File: src/hw/strap_cfg_pkg.sv
package strap_cfg_pkg;
   // Strap bit positions on the memory data bus
   localparam int unsigned MD_W          = 64;
   localparam int unsigned B_IDSEL       = 62;
   localparam int unsigned B_REMAP       = 61;
   localparam int unsigned B_INT_ADV_N   = 59;
   localparam int unsigned B_VGA_OFF     = 58;
   localparam int unsigned B_CONN_N      = 57;
   localparam int unsigned B_TEST        = 55;
   localparam int unsigned B_PREFETCH    = 53;
   localparam int unsigned B_OFF         = 51;
   localparam int unsigned B_MEMTYPE     = 48;
   localparam int unsigned B_CS_EN       = 47;
   localparam int unsigned B_BUS_TYPE    = 40;
   localparam int unsigned B_VCO         = 38;
   localparam int unsigned B_FLASH       = 37;
   localparam int unsigned B_SODIMM      = 29;
   localparam int unsigned B_VEN         = 8;
   localparam int unsigned B_DEV         = 0;
   // Reserved positions 36:32 and 28:24 are masked off
   localparam logic [63:0] STRAP_MASK    = 64'hFFFF_FFE0_E0FF_FFFF;
   // Levels assumed before the first sampling
   localparam logic [63:0] STRAP_DEFAULT = 64'h0A00_8000_0000_0000;
   localparam logic [7:0]  INT_PIN_ADV   = 8'h01;
   localparam logic [7:0]  INT_PIN_NONE  = 8'h00;
   localparam logic [15:0] DEV_ID_RESET  = 16'h0000;
   // Register byte offsets
   localparam logic [11:0] OFF_STATUS    = 12'h000;
   localparam logic [11:0] OFF_SUBSYS    = 12'h004;
   localparam logic [11:0] OFF_RAW_LO    = 12'h008;
   localparam logic [11:0] OFF_RAW_HI    = 12'h00C;
   // Status register field positions
   localparam int unsigned S_MEMTYPE     = 0;
   localparam int unsigned S_MT_WRITTEN  = 3;
   localparam int unsigned S_VGA_OFF     = 4;
   localparam int unsigned S_MM_MODE     = 5;
   localparam int unsigned S_TEST        = 6;
   localparam int unsigned S_PREFETCH    = 7;
   localparam int unsigned S_OFF         = 8;
   localparam int unsigned S_CS_EN       = 9;
   localparam int unsigned S_AGP         = 10;
   localparam int unsigned S_VCO         = 11;
   localparam int unsigned S_FLASH       = 13;
   localparam int unsigned S_SODIMM      = 14;
   localparam int unsigned S_CLK_PLL     = 17;
   localparam int unsigned S_REMAP       = 18;
   localparam int unsigned S_IDSEL17     = 19;
   localparam int unsigned S_INT_ADV     = 20;
   localparam int unsigned S_LATCHED     = 21;

   typedef enum logic [2:0] {
      ST_WAIT   = 3'b001,
      ST_SAMPLE = 3'b010,
      ST_HOLD   = 3'b100
   } phase_e;
endpackage : strap_cfg_pkg

File: src/hw/reset_strap_config.sv
// Chosen here: register access over APB and the placing of the registers.
`timescale 1ns/100ps
// What this block does
// - strap 62 picks AD16 or AD17 select
// - remap ROM top 8K only with VGA off
// - interrupt pin reads 01h low, 00h high
// - advertise strap never blocks interrupt line
// - strap 58 high disables VGA portion
// - strap 57 picks feature or multimedia connector
// - strap 55 high enters test mode
// - prefetch strap sets BAR bit 3
// - off strap silences bus and select
// - three-bit memory type encoding
// - strapped memory type reads back inverted
// - firmware may write memory type
// - strap 47 low tristates both chip selects
// - strap 40 picks package-dependent bus type
// - VCO gain strap remapped to PLL gain
// - strap 37 high means flash BIOS
// - memory module speed straps 31 to 29
// - vendor ID from firmware or straps
// - device ID low byte from straps
// - clock source depends on bus variant
// - reserved straps 28 to 24 ignored
module reset_strap_config
   import strap_cfg_pkg::*;
(
   input  wire logic        ref_clk,
   input  wire logic        sys_rst,
   input  wire logic        bus_reset_n,
   input  wire logic [63:0] memory_data_bus_i,
   input  wire logic        clock_source_strap_pin,
   input  wire logic        package_is_bga,
   input  wire logic        irq_request,
   input  wire logic        psel,
   input  wire logic        penable,
   input  wire logic        pwrite,
   input  wire logic [11:0] paddr,
   input  wire logic [31:0] pwdata,
   output logic      [31:0] prdata,
   output logic             pready,
   output logic             pslverr,
   output logic             memory_data_bus_oe,
   output logic             idsel_from_ad17,
   output logic             idsel_enable,
   output logic             bus_respond_en,
   output logic             bus_drive_en,
   output logic             rom_remap_en,
   output logic      [7:0]  interrupt_pin_value,
   output logic             irq_line_o,
   output logic             irq_line_oe,
   output logic             vga_disabled,
   output logic             multimedia_connector_mode,
   output logic             legacy_feature_connector_mode,
   output logic             test_mode,
   output logic             bar_prefetchable,
   output logic             controller_disabled,
   output logic      [2:0]  mem_type,
   output logic             mem_access_off,
   output logic      [1:0]  chip_select_oe,
   output logic             bus_is_agp,
   output logic      [1:0]  pll_vco_gain,
   output logic             flash_bios_present,
   output logic      [2:0]  sodimm_speed,
   output logic      [15:0] subsystem_vendor_identifier,
   output logic      [15:0] subsystem_device_identifier,
   output logic             clock_from_pll,
   output logic             straps_latched
);

   function automatic logic [1:0] vco_map(input logic [1:0] s);
      vco_map = {~s[1], s[0]};
   endfunction : vco_map

   function automatic logic agp_of(input logic bga, input logic bt);
      agp_of = bga ? ~bt : bt;
   endfunction : agp_of

   logic [63:0] md_meta_q;
   logic [63:0] md_sync_q;
   logic        rst_meta_q;
   logic        rst_sync_q;
   logic        clk_meta_q;
   logic        clk_sync_q;
   logic        pkg_meta_q;
   logic        pkg_sync_q;
   logic [63:0] capture_q;
   logic [63:0] strap_q;
   logic        clk_strap_q;
   logic        pkg_q;
   phase_e      phase_q;
   phase_e      phase_d;
   logic        latch;
   logic        mt_written_q;
   logic [2:0]  mt_wr_q;
   logic [31:0] status;
   logic [31:0] rd_mux;
   logic        hit;
   logic        wr_en;

   // Pins come from outside this clock; two stages before use
   // Bus reset stages start at the pin's idle level so that a chip reset
   // never looks like a bus reset and latches straps from a cleared bus
   always_ff @(posedge ref_clk) begin
      if (sys_rst) begin
         md_meta_q  <= 64'h0;
         md_sync_q  <= 64'h0;
         rst_meta_q <= 1'b1;
         rst_sync_q <= 1'b1;
         clk_meta_q <= 1'b0;
         clk_sync_q <= 1'b0;
         pkg_meta_q <= 1'b0;
         pkg_sync_q <= 1'b0;
      end else begin
         md_meta_q  <= memory_data_bus_i;
         md_sync_q  <= md_meta_q;
         rst_meta_q <= bus_reset_n;
         rst_sync_q <= rst_meta_q;
         clk_meta_q <= clock_source_strap_pin;
         clk_sync_q <= clk_meta_q;
         pkg_meta_q <= package_is_bga;
         pkg_sync_q <= pkg_meta_q;
      end
   end

   assign latch = (phase_q == ST_SAMPLE) && rst_sync_q;

   always_comb begin
      phase_d = phase_q;
      case (phase_q)
         ST_WAIT:   if (!rst_sync_q) phase_d = ST_SAMPLE;
         ST_SAMPLE: if (rst_sync_q) phase_d = ST_HOLD;
         ST_HOLD:   if (!rst_sync_q) phase_d = ST_SAMPLE;
         default:   phase_d = ST_WAIT;
      endcase
   end

   always_ff @(posedge ref_clk) begin
      if (sys_rst) begin
         phase_q <= ST_WAIT;
      end else begin
         phase_q <= phase_d;
      end
   end

   // Follow the resistors every cycle of bus reset, keep the last
   always_ff @(posedge ref_clk) begin
      if (sys_rst) begin
         capture_q <= STRAP_DEFAULT;
      end else if (phase_q == ST_SAMPLE && !rst_sync_q) begin
         capture_q <= md_sync_q & STRAP_MASK;
      end
   end

   always_ff @(posedge ref_clk) begin
      if (sys_rst) begin
         strap_q     <= STRAP_DEFAULT;
         clk_strap_q <= 1'b0;
         pkg_q       <= 1'b0;
      end else if (latch) begin
         strap_q     <= capture_q;
         clk_strap_q <= clk_sync_q;
         pkg_q       <= pkg_sync_q;
      end
   end

   // Output only once straps are latched; a few cycles of drive
   // may remain after bus reset falls, hidden by synchroniser delay
   always_ff @(posedge ref_clk) begin
      if (sys_rst) begin
         memory_data_bus_oe <= 1'b0;
      end else begin
         memory_data_bus_oe <= (phase_d == ST_HOLD);
      end
   end

   // Decoded settings, refreshed only at the latch edge
   always_ff @(posedge ref_clk) begin
      if (sys_rst) begin
         idsel_from_ad17               <= 1'b0;
         idsel_enable                  <= 1'b1;
         bus_respond_en                <= 1'b1;
         bus_drive_en                  <= 1'b1;
         rom_remap_en                  <= 1'b0;
         interrupt_pin_value           <= INT_PIN_NONE;
         vga_disabled                  <= 1'b0;
         multimedia_connector_mode     <= 1'b1;
         legacy_feature_connector_mode <= 1'b0;
         test_mode                     <= 1'b0;
         bar_prefetchable              <= 1'b0;
         controller_disabled           <= 1'b0;
         chip_select_oe                <= 2'h3;
         bus_is_agp                    <= 1'b0;
         pll_vco_gain                  <= 2'h2;
         flash_bios_present            <= 1'b0;
         sodimm_speed                  <= 3'h0;
         clock_from_pll                <= 1'b0;
         straps_latched                <= 1'b0;
      end else if (latch) begin
         idsel_from_ad17  <= capture_q[B_IDSEL];
         rom_remap_en     <= capture_q[B_REMAP] & capture_q[B_VGA_OFF];
         interrupt_pin_value <= capture_q[B_INT_ADV_N] ? INT_PIN_NONE : INT_PIN_ADV;
         vga_disabled     <= capture_q[B_VGA_OFF];
         multimedia_connector_mode     <= capture_q[B_CONN_N];
         legacy_feature_connector_mode <= ~capture_q[B_CONN_N];
         test_mode        <= capture_q[B_TEST];
         bar_prefetchable <= capture_q[B_PREFETCH];
         controller_disabled <= capture_q[B_OFF];
         idsel_enable     <= ~capture_q[B_OFF];
         bus_respond_en   <= ~capture_q[B_OFF];
         bus_drive_en     <= ~capture_q[B_OFF];
         chip_select_oe   <= {2{capture_q[B_CS_EN]}};
         bus_is_agp       <= agp_of(pkg_sync_q, capture_q[B_BUS_TYPE]);
         pll_vco_gain     <= vco_map(capture_q[B_VCO+1:B_VCO]);
         flash_bios_present <= capture_q[B_FLASH];
         sodimm_speed     <= capture_q[B_SODIMM+2:B_SODIMM];
         // PLL on AGP when normal, on PCI when alternate
         clock_from_pll   <= agp_of(pkg_sync_q, capture_q[B_BUS_TYPE]) ^ clk_sync_q;
         straps_latched   <= 1'b1;
      end
   end

   // Interrupt line is open drain and ignores the advertise strap
   assign irq_line_o = 1'b0;

   always_ff @(posedge ref_clk) begin
      if (sys_rst) begin
         irq_line_oe <= 1'b0;
      end else begin
         irq_line_oe <= irq_request & ~controller_disabled;
      end
   end

   // APB slave, zero wait states
   assign pready = 1'b1;
   assign hit    = (paddr == OFF_STATUS) || (paddr == OFF_SUBSYS) ||
                   (paddr == OFF_RAW_LO) || (paddr == OFF_RAW_HI);
   assign pslverr = psel & penable & ~hit;
   assign wr_en  = psel & penable & pwrite;

   // A firmware load of the memory type wins over the straps
   always_ff @(posedge ref_clk) begin
      if (sys_rst) begin
         mt_written_q <= 1'b0;
         mt_wr_q      <= 3'h0;
      end else if (wr_en && paddr == OFF_STATUS) begin
         mt_written_q <= 1'b1;
         mt_wr_q      <= pwdata[2:0];
      end
   end

   // Type 111 stops memory access; other codes per encoding
   assign mem_type       = mt_written_q ? mt_wr_q : strap_q[B_MEMTYPE+2:B_MEMTYPE];
   assign mem_access_off = (mem_type == 3'h7);

   // Firmware write wins over a latch in the same cycle
   always_ff @(posedge ref_clk) begin
      if (sys_rst) begin
         subsystem_vendor_identifier <= 16'h0000;
      end else if (wr_en && paddr == OFF_SUBSYS) begin
         subsystem_vendor_identifier <= pwdata[15:0];
      end else if (latch) begin
         subsystem_vendor_identifier <= capture_q[B_VEN+15:B_VEN];
      end
   end

   always_ff @(posedge ref_clk) begin
      if (sys_rst) begin
         subsystem_device_identifier <= DEV_ID_RESET;
      end else if (wr_en && paddr == OFF_SUBSYS) begin
         subsystem_device_identifier <= pwdata[31:16];
      end else if (latch) begin
         subsystem_device_identifier[7:0] <= capture_q[B_DEV+7:B_DEV];
      end
   end

   always_comb begin
      status = 32'h0;
      status[S_MEMTYPE+2:S_MEMTYPE] = mt_written_q ? mt_wr_q : ~strap_q[B_MEMTYPE+2:B_MEMTYPE];
      status[S_MT_WRITTEN] = mt_written_q;
      status[S_VGA_OFF]    = vga_disabled;
      status[S_MM_MODE]    = multimedia_connector_mode;
      status[S_TEST]       = test_mode;
      status[S_PREFETCH]   = bar_prefetchable;
      status[S_OFF]        = controller_disabled;
      status[S_CS_EN]      = chip_select_oe[0];
      status[S_AGP]        = bus_is_agp;
      status[S_VCO+1:S_VCO] = pll_vco_gain;
      status[S_FLASH]      = flash_bios_present;
      status[S_SODIMM+2:S_SODIMM] = sodimm_speed;
      status[S_CLK_PLL]    = clock_from_pll;
      status[S_REMAP]      = rom_remap_en;
      status[S_IDSEL17]    = idsel_from_ad17;
      status[S_INT_ADV]    = interrupt_pin_value[0];
      status[S_LATCHED]    = straps_latched;
   end

   always_comb begin
      case (paddr)
         OFF_STATUS: rd_mux = status;
         OFF_SUBSYS: rd_mux = {subsystem_device_identifier, subsystem_vendor_identifier};
         OFF_RAW_LO: rd_mux = strap_q[31:0];
         OFF_RAW_HI: rd_mux = strap_q[63:32];
         default:    rd_mux = 32'h0;
      endcase
   end

   // Read data captured in the setup cycle so it is a flop output
   always_ff @(posedge ref_clk) begin
      if (sys_rst) begin
         prdata <= 32'h0;
      end else if (psel && !penable) begin
         prdata <= pwrite ? 32'h0 : rd_mux;
      end
   end

   a_idsel_latch: assert property (
      @(posedge ref_clk) disable iff (sys_rst)
      latch |=> idsel_from_ad17 == $past(capture_q[B_IDSEL]))
      else $error("Select source does not follow strap");

   a_conn_modes: assert property (
      @(posedge ref_clk) disable iff (sys_rst)
      multimedia_connector_mode != legacy_feature_connector_mode)
      else $error("Connector modes not exclusive");

   a_bus_type: assert property (
      @(posedge ref_clk) disable iff (sys_rst)
      straps_latched |-> bus_is_agp == (pkg_q ? !strap_q[B_BUS_TYPE] : strap_q[B_BUS_TYPE]))
      else $error("Bus type does not follow package and strap");

   a_clk_source: assert property (
      @(posedge ref_clk) disable iff (sys_rst)
      straps_latched |-> clock_from_pll == (bus_is_agp ^ clk_strap_q))
      else $error("Clock source does not follow strap and variant");

   a_remap_needs_vga: assert property (
      @(posedge ref_clk) disable iff (sys_rst)
      rom_remap_en |-> vga_disabled)
      else $error("ROM remap active with VGA enabled");

   a_intpin_value: assert property (
      @(posedge ref_clk) disable iff (sys_rst)
      latch |=> interrupt_pin_value == ($past(capture_q[B_INT_ADV_N]) ? 8'h00 : 8'h01))
      else $error("Interrupt pin value does not follow strap");

   a_irq_not_blocked: assert property (
      @(posedge ref_clk) disable iff (sys_rst)
      (irq_request && !controller_disabled) |=> irq_line_oe)
      else $error("Interrupt request not driven");

   a_off_silence: assert property (
      @(posedge ref_clk) disable iff (sys_rst)
      controller_disabled |-> (!bus_respond_en && !bus_drive_en && !idsel_enable))
      else $error("Disabled controller still active on bus");

   a_memtype_inverse: assert property (
      @(posedge ref_clk) disable iff (sys_rst)
      !mt_written_q |-> status[2:0] == ~mem_type)
      else $error("Strapped memory type not read back inverted");

   a_memtype_write: assert property (
      @(posedge ref_clk) disable iff (sys_rst)
      (wr_en && paddr == OFF_STATUS) |=> (mem_type == $past(pwdata[2:0])) && status[2:0] == mem_type)
      else $error("Memory type write not applied");

   a_cs_tristate: assert property (
      @(posedge ref_clk) disable iff (sys_rst)
      latch |=> chip_select_oe == {2{$past(capture_q[B_CS_EN])}})
      else $error("Chip select enable mismatch");

   a_vco_map: assert property (
      @(posedge ref_clk) disable iff (sys_rst)
      latch |=> pll_vco_gain == {~$past(capture_q[B_VCO+1]), $past(capture_q[B_VCO])})
      else $error("VCO gain mapping wrong");

   a_hold_stable: assert property (
      @(posedge ref_clk) disable iff (sys_rst)
      (phase_q == ST_HOLD && phase_d == ST_HOLD) |=> $stable(test_mode) && $stable(bus_is_agp))
      else $error("Settings changed while held");

   a_md_undriven: assert property (
      @(posedge ref_clk) disable iff (sys_rst)
      !rst_sync_q [*2] |-> !memory_data_bus_oe)
      else $error("Memory data driven during bus reset");

endmodule : reset_strap_config

File: config.mk
export PLATFORM = sky130hd
export DESIGN_NAME = reset_strap_config
export DESIGN_NICKNAME = d
export VERILOG_FILES = /design/src/hw/strap_cfg_pkg.sv /design/src/hw/reset_strap_config.sv
export SDC_FILE = /design/constraint.sdc
export NUM_CORES = 1
export LEC_CHECK = 0
export BUFFER_PORTS_ARGS = -buffer_cell sky130_fd_sc_hd__buf_4
export CORE_ASPECT_RATIO = 1.5
export CORE_MARGIN = 2
export CORE_UTILIZATION = 55
export DETAILED_ROUTE_END_ITERATION = 6
export PLACE_DENSITY = 0.78
export SYNTH_ARGS = -nofsm -noshare
export SYNTH_HDL_FRONTEND = slang
export SYNTH_SLANG_ARGS = --single-unit
File: constraint.sdc
create_clock -name ref_clk -period 2.5 [get_ports ref_clk]
set_input_delay 0.375 -clock ref_clk [delete_from_list [all_inputs] [get_ports ref_clk]]
set_output_delay 0.375 -clock ref_clk [all_outputs]
set_load 0.01 [all_outputs]
==> impl_metrics.tcl <==
set metrics [dict create \
    cts_resized 0 \
    vias 7941 \
    syn_avg_cell_area_um2 9.73 \
    die_h_um 174 \
    min_period_over_period_pct 88.4 \
    critical_path_depth 3 \
    r2r_start "phase_q[1]" \
    synth_edf_count 0 \
    drv_slew 0 \
    drtPass1Iterations 7 \
    drive_gt1_share_pct 22.7 \
    met2_usage_pct 42.5 \
    critPathLaunchType "flip-flop" \
    reg2reg_slack_ns 0.51 \
    ys.flop_type "dfxtp_1" \
    cts_buffer_depth 3 \
    worstPathArrival_ns 1.84 \
    cts_buffers 26 \
    seq_area_frac_synth_pct 57.2 \
    ir_drop_v 0.000511 \
    cp_max_fo 11 \
    grt_overflow 0 \
    routed_via_density 5.23 \
    initial_utilization_pct 55.8 \
    post_cts_buffers 0 \
    yosysWarnings 0 \
    clk_latency_ns 0.53 \
    antenna_left 0 \
    die-width_um 117 \
    synthSimpleGateAreaFrac_pct 19.6 \
    port_buffers 200 \
    synth_xor_area_share_pct 0.248 \
    drt-total-wl_um 24800 \
    dp_slack_ns 0.534 \
    grt.total_usage_pct 23.5 \
    reg2reg_depth 4 \
    cp_top_family "flip-flops" \
    drtIter0Drc 538 \
    core.rowCount 62 \
    yosys_register_bits 303 \
    async_flop_share_pct 0 \
    startpoint "mt_written_q" \
    worst_slew_pin_slew_ns 0.954 \
    grt_busiest_layer "met2" \
    final.fill_count 1516 \
    setup_ws_ns 0.290 \
    critPathKind "flip-flop to output port" \
    routabilityCongestion 0.880 \
    multiInputGateArea_mm2 0.00403 \
    hold_viol 0 \
    coreArea_mm2 0.0190 \
    area_growth_pct 22.1 \
    leakage_nw 5.14 \
    fp.dieArea_mm2 0.0204 \
    crit_end "mem_access_off" \
    ff_latch_area_mm2 0.00607 \
    critPathSlowestCell "dfxtp_1" \
    setup_tns_ns 0 \
    nNetsFinal 1359 \
    crit_required_ns 2.12 \
    cts_tree "built" \
    total_power_mw 9.33 \
    fmax_ghz 0.452 \
    path_buf_inv 1 \
    crit_chain "mux2_2, and3_1, buf_4" \
    power.density_mw_per_mm2 720 \
    holdCritPathClass "input pin to flip-flop" \
    antenna_found_initial 0 \
    synth_cells 1090 \
    clk_pin_slew_ns 0.07 \
    end_kind "output port" \
    htreeDepth 1 \
    cts-root-buf "clkbuf_16" \
    syn_area_mm2 0.0106 \
    grt_util_met1_pct 27.7 \
    postLayoutCoreUtil_pct 68.2 \
    grt_max_degree 167 \
    ioPinCount 220 \
    status "finished clean" \
    clock-sinks 303 \
    rr_endpoint "capture_q[13]" \
    grt_pass1_wl_um 39300 \
    yosysUniqueCellTypes 47 \
    holdBufCountCts 0 \
    drc 0 \
    dp_hpwl_um 17500 \
    drv_cap 0 \
    n_antenna_cell 0 \
    cp_slowest_stage_delay_ns 0.60 \
    setup_violations 0 \
    synth_compound_area_share_pct 12.0 \
    rsz0062_at_grt "false" \
    fin_worst_skew_ns 0.00879 \
    grt_pass1_vias 7630 \
    yosys.area_share.adder_pct 0 \
    avgRoutedWirePerCell_um 16.3 \
    maxSlewHeadroom_pct 36.4 \
    grt_use_met3_pct 3.51 \
    synth.mux.area_fraction_pct 5.52 \
    min_period_ns 2.21 \
    synth_top_family_by_area "simple AND/OR/NAND/NOR gates" \
]
-- power by group --
part	switching, mW	internal, mW	total, mW
Clock	1.70	2.32	4.02
Combinational	0.172	0.201	0.373
Sequential	0.0239	4.91	4.94
-- final cells by class --
cell class                      instances  area share [%]
Clock buffer                           39            6.18
Clock inverter                          8           0.570
Inverter                                3          0.0869
Multi-Input combinational cell        695            31.1
Sequential cell                       303            46.8
Tap cell                              256            2.47
Timing Repair Buffer                  213            12.8
-- state kept, by name, summed over array words and instances, names as in the netlist, 2 cells and up --
name                         count
sodimm_speed                     2
strap_q                         51
phase_q                          3
subsystem_vendor_identifier     16
md_sync_q                       54
subsystem_device_identifier     16
mt_wr_q                          3
capture_q                       54
pll_vco_gain                     2
prdata                          32
md_meta_q                       54
-- per-layer routing --
metal  wire length, um  share of wire, %
met3              1500               6.0
met5                 0                 0
met2             12500                51
met1              9850                40
met4               905               3.7
-- worst min path at each step --
stage,cells after the start,to,slack [ns],start
after global routing,2,rst_meta_q,0.03,bus_reset_n
after global placement,1,rst_sync_q,0.39,rst_meta_q
final,2,rst_meta_q,0.04,bus_reset_n
after floorplan,1,rst_sync_q,0.39,rst_meta_q
after CTS,2,rst_meta_q,0.04,bus_reset_n
after detailed placement,1,md_sync_q[21],0.42,md_meta_q[21]
-- cell usage in the layout, fill, tap and decap left out, types with 19 or more instances in the layout --
master,n
a31oi_1,24
nand2_1,259
nor2_1,20
o21bai_1,22
clkbuf_16,27
nor2b_1,118
a21oi_1,111
dfxtp_1,303
a22o_1,19
buf_4,208
-- per-stage QoR --
stage | cell area (um2) | hold WS (ns) | instances
after floorplan | 10600 | 0.389 | 1097
after CTS | 13000 | 0.0354 | 1517
after global placement | 12100 | 0.393 | 1470
after detailed placement | 12100 | 0.420 | 1470
after global routing | 13000 | 0.0311 | 1517
final | 13000 | 0.0420 | 1517
-- Yosys cell counts (all sizes together) (2+ instances only) --
library cell | instances | area (um2)
a31oi | 24 | 150
a221oi | 6 | 52.6
nand4 | 2 | 12.5
nand3 | 2 | 10.0
inv | 3 | 11.3
or2 | 2 | 12.5
clkbuf | 32 | 120
a22o | 19 | 166
o21bai | 22 | 165
mux2i | 18 | 180
buf | 64 | 433
nor2b | 118 | 738
o21a | 6 | 45.0
nor3b | 3 | 22.5
xnor2 | 3 | 26.3
nand2b | 4 | 25.0
nor4b | 3 | 32.5
mux4 | 17 | 383
a21o | 2 | 15.0
mux2 | 2 | 22.5
nor2 | 20 | 75.1
and3 | 6 | 37.5
nor3 | 2 | 21.3
dfxtp | 303 | 6070
o21ai | 15 | 75.1
o31ai | 2 | 15.0
a211oi | 3 | 22.5
a21oi | 112 | 561
nor4 | 2 | 33.8
conb | 2 | 7.51
nand2 | 260 | 978
nand3b | 4 | 30.0
-- cell families (layout without fill, tap and decap cells) --
logic type	count (synthesis)	in the layout
multiplexers	37	37
XOR/XNOR	3	3
AND/OR/NAND/NOR	434	434
other	2	9
buffers and inverters	99	263
AO/OA/AOI/OAI	212	212
flip-flops	303	303
Power figures use the tool's default switching activity.
